[config.mk]
export PLATFORM = sky130hd
export DESIGN_NAME = instr_exec
export DESIGN_NICKNAME = d
export VERILOG_FILES = /design/src/core/instr_exec.v
export VERILOG_INCLUDE_DIRS = /design/src /design/src/include
export SDC_FILE = /design/constraint.sdc
export NUM_CORES = 1
export LEC_CHECK = 0
export ABC_AREA = 1
export BUFFER_PORTS_ARGS = -buffer_cell sky130_fd_sc_hd__buf_2
export CAP_MARGIN = 10
export CORE_MARGIN = 3
export CORE_UTILIZATION = 55
export CTS_CLUSTER_SIZE = 30
export DETAILED_ROUTE_END_ITERATION = 16
export GPL_TIMING_DRIVEN = 0
export PLACE_DENSITY = 0.87
export SETUP_SLACK_MARGIN = 0.15
export SKIP_CTS_REPAIR_TIMING = 1
export SLEW_MARGIN = 30
export SYNTH_ARGS = -nofsm -noshare
export SYNTH_HDL_FRONTEND = slang
export SYNTH_SLANG_ARGS = --single-unit
[constraint.sdc]
create_clock -name clk_sys -period 3.9 [get_ports clk_sys]
set_input_delay 0.195 -clock clk_sys [delete_from_list [all_inputs] [get_ports clk_sys]]
set_output_delay 0.195 -clock clk_sys [all_outputs]
set_load 0.02 [all_outputs]
[src/include/core_regs.vh]
// constants for the 12-bit instruction decode and execute unit
`ifndef CORE_REGS_VH
`define CORE_REGS_VH

// instruction field positions
`define OP6_HI 11
`define OP6_LO 6
`define DEST_BIT 5
`define FILE_HI 4
`define FILE_LO 0
`define OP4_HI 11
`define OP4_LO 8
`define BITPOS_HI 7
`define BITPOS_LO 5
`define LIT_HI 7
`define LIT_LO 0
`define OP3_HI 11
`define OP3_LO 9
`define JMP_HI 8
`define JMP_LO 0

// status flag positions and page bits
`define FLAG_C 2
`define FLAG_DC 1
`define FLAG_Z 0
`define PAGE_HI 6
`define PAGE_LO 5

// file address of the status register
`define STATUS_ADDR 5'h03

// byte-oriented opcodes, bits 11:6
`define OP_MISC 6'h00
`define OP_CLR 6'h01
`define OP_SUB 6'h02
`define OP_DEC 6'h03
`define OP_IOR 6'h04
`define OP_AND 6'h05
`define OP_XOR 6'h06
`define OP_ADD 6'h07
`define OP_MOVE_FILE 6'h08
`define OP_COM 6'h09
`define OP_INC 6'h0a
`define OP_DECSZ 6'h0b
`define OP_RRF 6'h0c
`define OP_RLF 6'h0d
`define OP_SWAP 6'h0e
`define OP_INCSZ 6'h0f

// bit-oriented and literal opcodes, bits 11:8; long jump opcode, bits 11:9
`define OP_BCLR 4'h4
`define OP_BSET 4'h5
`define OP_BTSC 4'h6
`define OP_BTSS 4'h7
`define OP_RETL 4'h8
`define OP_CALL 4'h9
`define OP_MOVL 4'hc
`define OP_IORL 4'hd
`define OP_ANDL 4'he
`define OP_XORL 4'hf
`define OP_JUMP 3'h5

// special words in the misc group, low 6 bits
`define MISC_NOP 6'h00
`define MISC_WDT 6'h04

// reset values
`define RST_W 8'h00
`define RST_STATUS 8'h18
`define RST_DIR 8'hff
`define RST_PC 11'h000

`endif

[src/core/instr_exec.v]
// decode and execute unit of the 8-bit controller with 12-bit instructions
//
// How it works
// - byte ops: destination bit 0 writes work register, 1 writes file register
// - byte ops: opcode 11:6, destination bit 5, file address 4:0
// - bit ops: opcode 11:8, bit position 7:5, file address 4:0
// - literal and control ops: opcode 11:8, 8-bit literal 7:0
// - long jump: opcode 11:9, 9-bit target 8:0
// - flag updates touch only carry bit 2, digit carry bit 1, zero bit 0
// - add: work plus file to destination, updates carry, digit carry, zero
// - subtract: file minus work in one cycle, updates carry, digit carry, zero
// - and/or/xor with file: one cycle, selected destination, zero flag only
// - and/or/xor with literal: result to work register, zero flag only
// - rotates shift one bit through carry, change carry only
// - test low skip: skip when bit is 0, one or two cycles, no flags
// - test high skip: skip when bit is 1, one or two cycles, no flags
// - decrement/increment skip: write result, skip when zero, no flags
// - long jump always takes two cycles, fetched word is dropped
// - return with literal: literal to work, pc from stack top, 2 cycles
// - watchdog restart: one cycle pulse, no flag change
// - load direction register: copy work into chosen direction register
// - load literal to work: one cycle, no flag change
// - long jump: 9-bit target to pc 8:0, pc 10:9 from status 6:5
// - taken skip discards fetched word and runs a no-operation cycle

`include "core_regs.vh"

module instr_exec #(
	parameter PC_W = 9,
	parameter STACK_DEPTH = 8,
	parameter SP_W = 3
) (
	input wire clk_sys,
	input wire sys_rst,
	input wire [11:0] prog_data,
	output reg [PC_W-1:0] prog_addr,
	output reg [7:0] work_reg,
	output reg [7:0] status_reg,
	output reg [7:0] dir_a,
	output reg [7:0] dir_b,
	output reg [7:0] dir_c,
	output reg watchdog_clear,
	output reg file_wr_en,
	output reg [4:0] file_wr_addr,
	output reg [7:0] file_wr_data,
	output reg discard_cycle
);

	////////////////////////////////////////////////////////////////////////
	// storage

	// data file, return stack and its pointer; the status byte sits at its own
	// address outside this array so flag updates need no second write port
	reg [7:0] file_mem [0:31];
	reg [PC_W-1:0] stack_mem [0:STACK_DEPTH-1];
	reg [SP_W-1:0] stack_ptr;

	// reset vector is kept at the widest counter size and cut to this variant
	localparam [10:0] reset_pc_full = `RST_PC;

	// one-hot bit mask, shared by the bit set, clear and test paths
	function [7:0] bit_mask;
		input [2:0] pos;
		begin
			bit_mask = 8'h01 << pos;
		end
	endfunction

	////////////////////////////////////////////////////////////////////////
	// field split

	wire [5:0] op6 = prog_data[`OP6_HI:`OP6_LO];
	wire dest_file = prog_data[`DEST_BIT];
	wire [4:0] faddr = prog_data[`FILE_HI:`FILE_LO];
	wire [3:0] op4 = prog_data[`OP4_HI:`OP4_LO];
	wire [2:0] bpos = prog_data[`BITPOS_HI:`BITPOS_LO];
	wire [7:0] lit = prog_data[`LIT_HI:`LIT_LO];
	wire [2:0] op3 = prog_data[`OP3_HI:`OP3_LO];
	wire [8:0] jlit = prog_data[`JMP_HI:`JMP_LO];
	wire [7:0] mask = bit_mask(bpos);

	// status lives in the file space, so reads see the live flags
	wire [7:0] fval = (faddr == `STATUS_ADDR) ? status_reg : file_mem[faddr];

	// wide targets, cut down to the program counter width
	wire [10:0] jump_full = {status_reg[`PAGE_HI:`PAGE_LO], jlit};
	wire [10:0] call_full = {status_reg[`PAGE_HI:`PAGE_LO], 1'b0, lit};

	// adder and subtractor with nibble carries
	wire [8:0] sum9 = {1'b0, work_reg} + {1'b0, fval};
	wire [4:0] sum_lo = {1'b0, work_reg[3:0]} + {1'b0, fval[3:0]};
	wire [8:0] dif9 = {1'b0, fval} - {1'b0, work_reg};
	wire [4:0] dif_lo = {1'b0, fval[3:0]} - {1'b0, work_reg[3:0]};

	// plain increment and decrement, shared with the skip-on-zero variants
	wire [7:0] inc8 = fval + 8'h01;
	wire [7:0] dec8 = fval - 8'h01;

	////////////////////////////////////////////////////////////////////////
	// execute decode

	// decode outputs, all set by the single combinational pass below
	reg [7:0] result;
	reg wr_w;
	reg wr_f;
	reg [2:0] flag_we;
	reg [2:0] flag_val;
	reg skip;
	reg jump;
	reg [PC_W-1:0] target;
	reg push;
	reg pop;
	reg wdt;
	reg [2:0] dir_we;

	// one combinational pass per instruction; a discarded word decodes as no-op
	always @* begin
		result = 8'h00;
		wr_w = 1'b0;
		wr_f = 1'b0;
		flag_we = 3'b000;
		flag_val = 3'b000;
		skip = 1'b0;
		jump = 1'b0;
		target = prog_addr;
		push = 1'b0;
		pop = 1'b0;
		wdt = 1'b0;
		dir_we = 3'b000;
		if (!discard_cycle) begin
			if (op3 == `OP_JUMP) begin
				jump = 1'b1;
				target = jump_full[PC_W-1:0];
			end else if (op4[3]) begin
				case (op4)
					`OP_RETL: begin
						result = lit;
						wr_w = 1'b1;
						pop = 1'b1;
						jump = 1'b1;
						target = stack_mem[stack_ptr - 1'b1];
					end
					`OP_CALL: begin
						push = 1'b1;
						jump = 1'b1;
						target = call_full[PC_W-1:0];
					end
					`OP_MOVL: begin
						result = lit;
						wr_w = 1'b1;
					end
					`OP_IORL, `OP_ANDL, `OP_XORL: begin
						if (op4 == `OP_IORL)
							result = work_reg | lit;
						else if (op4 == `OP_ANDL)
							result = work_reg & lit;
						else
							result = work_reg ^ lit;
						wr_w = 1'b1;
						flag_we = 3'b001;
						flag_val = {2'b00, result == 8'h00};
					end
					default: begin
						result = 8'h00; // unused literal slots act as no-op
					end
				endcase
			end else if (op4[2]) begin
				case (op4)
					`OP_BCLR: begin
						result = fval & ~mask;
						wr_f = 1'b1;
					end
					`OP_BSET: begin
						result = fval | mask;
						wr_f = 1'b1;
					end
					`OP_BTSC: begin
						skip = ((fval & mask) == 8'h00);
					end
					default: begin
						skip = ((fval & mask) != 8'h00);
					end
				endcase
			end else begin
				case (op6)
					`OP_MISC: begin
						if (dest_file) begin
							result = work_reg; // store work to file
							wr_f = 1'b1;
						end else if (prog_data[5:0] == `MISC_WDT) begin
							wdt = 1'b1;
						end else if (prog_data[5:3] == 3'b000 && prog_data[2:0] >= 3'd5) begin
							// codes 5 to 7 pick a port; codes 0 to 3 stay no-ops
							dir_we = 3'b001 << (prog_data[2:0] - 3'd5);
						end
					end
					`OP_CLR: begin
						result = 8'h00;
						wr_w = ~dest_file;
						wr_f = dest_file;
						flag_we = 3'b001;
						flag_val = 3'b001;
					end
					`OP_ADD: begin
						result = sum9[7:0];
						flag_we = 3'b111;
						flag_val = {sum9[8], sum_lo[4], sum9[7:0] == 8'h00};
					end
					`OP_SUB: begin
						result = dif9[7:0];
						flag_we = 3'b111;
						flag_val = {~dif9[8], ~dif_lo[4], dif9[7:0] == 8'h00};
					end
					`OP_IOR, `OP_AND, `OP_XOR: begin
						if (op6 == `OP_IOR)
							result = work_reg | fval;
						else if (op6 == `OP_AND)
							result = work_reg & fval;
						else
							result = work_reg ^ fval;
						flag_we = 3'b001;
						flag_val = {2'b00, result == 8'h00};
					end
					`OP_MOVE_FILE, `OP_COM, `OP_INC, `OP_DEC: begin
						if (op6 == `OP_MOVE_FILE)
							result = fval;
						else if (op6 == `OP_COM)
							result = ~fval;
						else if (op6 == `OP_INC)
							result = inc8;
						else
							result = dec8;
						flag_we = 3'b001;
						flag_val = {2'b00, result == 8'h00};
					end
					`OP_INCSZ, `OP_DECSZ: begin
						result = (op6 == `OP_INCSZ) ? inc8 : dec8;
						skip = (result == 8'h00);
					end
					`OP_RLF: begin
						result = {fval[6:0], status_reg[`FLAG_C]};
						flag_we = 3'b100;
						flag_val = {fval[7], 2'b00};
					end
					`OP_RRF: begin
						result = {status_reg[`FLAG_C], fval[7:1]};
						flag_we = 3'b100;
						flag_val = {fval[0], 2'b00};
					end
					default: begin
						result = {fval[3:0], fval[7:4]}; // nibble swap
					end
				endcase
				// byte ops past the misc and clear groups obey the destination bit
				if (op6 != `OP_MISC && op6 != `OP_CLR) begin
					wr_w = ~dest_file;
					wr_f = dest_file;
				end
			end
		end
	end

	////////////////////////////////////////////////////////////////////////
	// program counter, stack and discard

	// a jump or a taken skip turns the already fetched word into a no-op
	always @(posedge clk_sys) begin
		if (sys_rst) begin
			prog_addr <= reset_pc_full[PC_W-1:0];
			stack_ptr <= {SP_W{1'b0}};
			discard_cycle <= 1'b1; // nothing fetched yet
		end else begin
			prog_addr <= jump ? target : prog_addr + 1'b1;
			discard_cycle <= jump | skip;
			// stack overflow is not trapped; the ninth nested call loses the first return
			if (push) begin
				stack_mem[stack_ptr] <= prog_addr;
				stack_ptr <= stack_ptr + 1'b1;
			end else if (pop) begin
				stack_ptr <= stack_ptr - 1'b1;
			end
		end
	end

	////////////////////////////////////////////////////////////////////////
	// working register, status and file space

	// flags are merged after a file write so an explicit status write
	// keeps its upper bits while the flag update still lands
	always @(posedge clk_sys) begin
		if (sys_rst) begin
			work_reg <= `RST_W;
			status_reg <= `RST_STATUS;
			file_wr_en <= 1'b0;
			file_wr_addr <= 5'h00;
			file_wr_data <= 8'h00;
			watchdog_clear <= 1'b0;
		end else begin
			if (wr_w)
				work_reg <= result;
			if (wr_f && faddr == `STATUS_ADDR)
				status_reg <= {result[7:3], flag_we[2] ? flag_val[2] : result[2],
					flag_we[1] ? flag_val[1] : result[1], flag_we[0] ? flag_val[0] : result[0]};
			else
				status_reg <= {status_reg[7:3], (flag_we & flag_val) | (~flag_we & status_reg[2:0])};
			if (wr_f && faddr != `STATUS_ADDR)
				file_mem[faddr] <= result;
			// the write port mirrors every file write, status included, for the far side
			file_wr_en <= wr_f;
			file_wr_addr <= faddr;
			file_wr_data <= result;
			watchdog_clear <= wdt;
		end
	end

	////////////////////////////////////////////////////////////////////////
	// port direction registers

	// three identical registers, one per port, all loaded from the work register
	genvar gi;
	generate
		for (gi = 0; gi < 3; gi = gi + 1) begin : g_dir
			reg [7:0] dir_q;
			always @(posedge clk_sys) begin
				if (sys_rst)
					dir_q <= `RST_DIR;
				else if (dir_we[gi])
					dir_q <= work_reg;
			end
		end
	endgenerate

	// direction outputs taken straight from the generated flops
	always @* begin
		dir_a = g_dir[0].dir_q;
		dir_b = g_dir[1].dir_q;
		dir_c = g_dir[2].dir_q;
	end

endmodule

==> Yosys cells after proc, flatten, opt, wreduce, memory -nomap -nowiden <==
Memories as Yosys holds them, arrays and structs flattened.
Cells that the tools add are included.
{ "classes": {"add_sub_neg": 10, "order_cmp": 1, "eq_ne": 31, "shift": 2, "muxes": 102, "bitwise_logic": 20, "reduce_logical": 29} }
{ "op_table": {"columns": ["cell", "n"], "rows": [
  ["$mux 8", 28],
  ["$pmux 8 s9", 1],
  ["$mux 3", 19],
  ["$logic_not 8->1", 7],
  ["$mux 1", 43],
  ["$eq 6x4->1 const B", 7],
  ["$mux 9", 4],
  ["$and 8x8->8", 4],
  ["$pmux 8 s2", 2],
  ["$eq 6x3->1 const B", 5],
  ["$eq 4x4->1 const B", 6],
  ["$or 8x8->8", 3],
  ["$pmux 3 s7", 1],
  ["$pmux 9 s2", 1],
  ["$not 8->8", 2],
  ["$xor 8x8->8", 2],
  ["$eq 4x3->1 const B", 3],
  ["$eq 6x2->1 const B", 2],
  ["$reduce_or 2->1", 6],
  ["$add 8x8->9", 1],
  ["$add 9x1->9 const B", 1],
  ["$pmux 3 s3", 1],
  ["$sub 8x8->9", 1],
  ["$add 8x1->8 const B", 1],
  ["35 further kinds", 44]
]} }
{ "totals": {"ff_bits": 68, "mem_bits_rw": 328, "input_bits": 14, "output_inout_bits": 65, "word_cells": 210, "mem_count": 2} }
{ "mem_list": {"columns": ["memory", "depth", "width", "read_ports", "rd_ports_with_merged_regs", "wr", "line", "rtl"], "rows": [
  ["file_mem", 32, 8, 1, 0, 1, "instr_exec.v:54", "reg [7:0] file_mem [0:31];"],
  ["stack_mem", 8, 9, 1, 0, 1, "instr_exec.v:55", "reg [PC_W-1:0] stack_mem [0:STACK_DEPTH-1];"]
]} }

==> Logic depth before layout (Yosys ltp) <==
{ "depth": {"ltp_word": 20, "depth_mapped": 35} }

==> Worst setup path after synthesis <==
No wires, ideal clock.
{ "synth_path": {"path_type": "input to register", "startpoint": "input port prog_data[1]", "endpoint": "memory file_mem[0][6] (data pin)", "arrival_ns": 3.783, "t_required_ns": 3.629, "setup_slack_ns": -0.154, "path_stages": 27, "path_cell_list": "buf_4 -> nor2_2 -> buf_4 -> nand2_1 -> nand3_1 -> nand2_1 -> nand2_1 -> nand2_1 -> nand2_1 -> nor2_1 -> nand2_1 -> nand2_1 -> buf_4 -> ha_1 -> fa_1 -> o31ai_1 -> a21oi_1 -> o21ai_0 -> xor2_1 -> nand2_1 -> o211ai_1 -> nor3_1 -> o211ai_1 -> o21ai_1 -> nand2_1 -> nand2_1 -> inv_1"} }
{ "synth_between": {"elab_chain_len": 16} }
{ "synth_rtl": {"columns": ["item", "line", "rtl"], "rows": [
  ["start: declaration", "instr_exec.v:35", "input wire [11:0] prog_data,"],
  ["$mem_v2 32x8 or $eq 5x2->1 (tied branches)", null, null],
  ["$mux 8 (*)", "instr_exec.v:83", "wire [7:0] fval = (faddr == `STATUS_ADDR) ? status_reg : file_mem[faddr];"],
  ["$sub 8x1->8 or $add 8x1->8 (tied branches)", "instr_exec.v:97, instr_exec.v:96", null],
  ["$mux 8", "instr_exec.v:229", "else if (op6 == `OP_INC)"],
  ["$mux 8", "instr_exec.v:227", "else if (op6 == `OP_COM)"],
  ["$mux 8", "instr_exec.v:225", "if (op6 == `OP_MOVE_FILE)"],
  ["$mux 8", "instr_exec.v:185", "case (op6)"],
  ["$mux 8", "instr_exec.v:167", "end else if (op4[2]) begin"],
  ["$mux 8", "instr_exec.v:134", "end else if (op4[3]) begin"],
  ["$mux 8", "instr_exec.v:131", "if (op3 == `OP_JUMP) begin"],
  ["$mux 8", "instr_exec.v:130", "if (!discard_cycle) begin"],
  ["$pmux 8 s9", "instr_exec.v:185", null],
  ["$mux 8 (*)", "instr_exec.v:167", null],
  ["$mux 8 (*)", "instr_exec.v:134", null],
  ["$mux 8 (*)", "instr_exec.v:131", null],
  ["$mux 8 (*)", "instr_exec.v:130", null],
  ["named net result[6]", "instr_exec.v:103", "reg [7:0] result;"],
  ["end: declaration", "instr_exec.v:54", null]
]} }
Mark *: on every way through the listed nets, which the timed path passes. The rest lies on a longest branch. The select of a mux whose other input is x is not followed.

==> Final worst setup path <==
{ "layout_path": {"startpoint": "input port prog_data[2]", "endpoint": "memory file_mem[3][6] (data pin)"} }
Same word-level chain as after synthesis.

==> impl_metrics.tcl <==
set metrics [dict create \
    cp.required_ns 4.20 \
    start_util_pct 56.1 \
    tns_ns -25.06 \
    synth_top_area_share_pct 51.8 \
    globalRouteOverflowTotal 0 \
    async_flop_share_pct 0 \
    drv_slew 0 \
    dieArea_mm2 0.0367 \
    largest_reg_flops 255 \
    fp-row-count 67 \
    timing.rr.end "file_mem[3][6]" \
    min_path_cells 3 \
    numCtsBuffers 42 \
    final_util_pct 65.9 \
    max_cap_violations 0 \
    drt_iter0_drc 2227 \
    fmax_mhz 241 \
    fin_crit_ns 4.15 \
    cp_slowest_cell "fa_2" \
    dr_wl_met3_um 7200 \
    layout-drive-gt1-share_pct 15.3 \
    clkTransAtPathRegs_ns 0.07 \
    top_regs "file_mem (255), stack_mem (72), prog_addr (9)" \
    worst_ep_arrival_time_ns 4.45 \
    fp.dieW_um 192 \
    power_uw 10000 \
    final_cell_mix "645 x nand2_1, 327 x edfxtp_1, 182 x nor2_1" \
    endpoint "file_mem[3][6]" \
    relSlewSlack_pct 35.7 \
    htree_num_levels 2 \
    vias_per_cell 6.15 \
    endpoint_kind "flop" \
    top_layer "met5" \
    ys_seq_elements 395 \
    grt_start_max_net_pins 34 \
    antenna_found_initial 3 \
    reg2reg_slack_ns -0.20 \
    synthCells 2028 \
    dp_hpwl_um 41100 \
    min_path_type "in -> reg" \
    yosysSeqAreaShare_pct 59.0 \
    cts_tree "yes" \
    cts_buffer_depth 3 \
    layout.cells.non_filler 2684 \
    grt_pass1_vias 15611 \
    wl_per_cell_um 22.9 \
    violations "setup timing" \
    dr.pass1.iters 7 \
    rr_worst_depth 29 \
    final_area_mm2 0.0223 \
    top_register "file_mem" \
    clk-insertion-delay-late_ns 0.57 \
    clockRootBuffer "clkbuf_16" \
    yosysWarnings 0 \
    seq_area_mm2 0.0112 \
    multi_input_area_mm2 0.00725 \
    path_max_fanout 16 \
    hold_viol 0 \
    rsz0062_at_grt "yes" \
    synth_area_leaders "edfxtp_1 52%, nand2_1 13%, dfxtp_1 7.2%" \
    die_y_um 192 \
    dpl_cell_area_mm2 0.0200 \
    vias 16517 \
    post-route-drc-count 0 \
    crit_buf_inv 9 \
    nNetsFinal 2265 \
    place_congestion 0.988 \
    ir_drop_v 0.000495 \
    nFillCells 2615 \
    cts_sinks 395 \
    met1_length_um 22800 \
    ant_nets 0 \
    worstSetupPathType "in -> reg" \
    cellPowerDensity_mw_per_mm2 450 \
    worst_slack_ns -0.247 \
    crit_start "prog_data[2]" \
    critPathTopFamily "buffers and inverters" \
    worst_pin_slew_ns 0.960 \
    synth_cell_types 44 \
    netlist_area_mm2 0.0190 \
    hold_start "prog_data[6]" \
    setup_violations 190 \
    slowest_delay_ns 0.36 \
    final_common_cell "nand2_1" \
    wl_met2_um 27900 \
    grt_use_total_pct 32.3 \
    cp.depth 28 \
    period_share_pct 106 \
    status "complete, but fails checks" \
    r2r_start "file_mem[16][0]" \
    start_kind "input port" \
    core_area_mm2 0.0338 \
    synth_edf_count 327 \
    io_pins 79 \
    fin_skew_ns 0.0169 \
    io_buffers 76 \
    dp_cells 2558 \
    grt_pass1_wl_um 89800 \
    ys.flop_type "edfxtp_1" \
    postSynthAreaPerCell_um2 9.35 \
    p_leak_uw 0.00898 \
    drt-total-wl_um 61400 \
    area_growth_pct 17.5 \
    yosysTopAreaCell "edfxtp_1" \
]
-- report_power, final --
group | switching, µW | total [µW] | internal, µW
Clock | 1690 | 3880 | 2190
Sequential | 52.6 | 4680 | 4630
Combinational | 1000 | 1470 | 461
-- cell usage after synthesis, drive strengths merged, types with 8 or more instances --
master,count
nor2,201
edfxtp,327
a221oi,8
xor2,20
o211ai,45
dfxtp,68
nand2,674
o21ai,110
ha,48
o221ai,15
buf,39
clkbuf,45
inv,125
o22ai,24
nand3,115
nand4,28
a21oi,81
nor3,17
-- worst register-to-register path, delay by kind of cell, from the launching register on --
kind            cells  cell delay, ns
simple gates       15            1.41
buf+inv             6            0.69
compound gates      5            0.65
fa+ha+maj           2            0.57
flops               1            0.38
xor+xnor            1            0.16
-- per-layer routing --
metal  GRT usage, %  up-vias
met4           16.5        4
li1               -     7308
met5              0        -
met1           42.7     7687
met3           6.10      281
met2           51.4     1237
-- through the flow --
step / hold slack [ns] / setup WS, ns
after floorplan: 0.346 / 0.158
after global placement: 0.450 / -1.73
after detailed placement: 0.457 / -1.90
after CTS: 0.0786 / -1.36
after global routing: 0.121 / -0.428
final: 0.103 / -0.247
-- area by class of cell --
type / instances / share of cell area (%)
Inverter: 129 / 2.44
Antenna cell: 1 / 0.0112
Clock inverter: 22 / 0.719
Multi-Input combinational cell: 1426 / 32.6
Sequential cell: 395 / 50.2
Timing Repair inverter: 2 / 0.0674
Buffer: 83 / 2.47
Tap cell: 448 / 2.52
Clock buffer: 56 / 5.23
Timing Repair Buffer: 122 / 3.74
-- cell families (layout without fill, tap and decap cells) --
| family | after synthesis | in the layout | share of synthesized area (%) |
|---|---|---|---|
| fa+ha+maj | 50 | 50 | 3.38 |
| compound gates | 308 | 308 | 9.72 |
| buf+inv | 213 | 414 | 4.73 |
| other cells | 1 | 8 | 0.0198 |
| simple gates | 1039 | 1039 | 22.2 |
| flops | 395 | 395 | 59.0 |
| xor+xnor | 22 | 22 | 1.02 |
-- worst min-delay path by stage --
stage / end / slack (ns)
CTS: watchdog_clear / 0.08
global route: watchdog_clear / 0.12
detailed placement: dir_a[2] / 0.46
floorplan: file_wr_addr[3] / 0.35
finish: prog_addr[6] / 0.10
global placement: dir_a[2] / 0.45
Note: power is estimated with default switching activity, not from simulation.
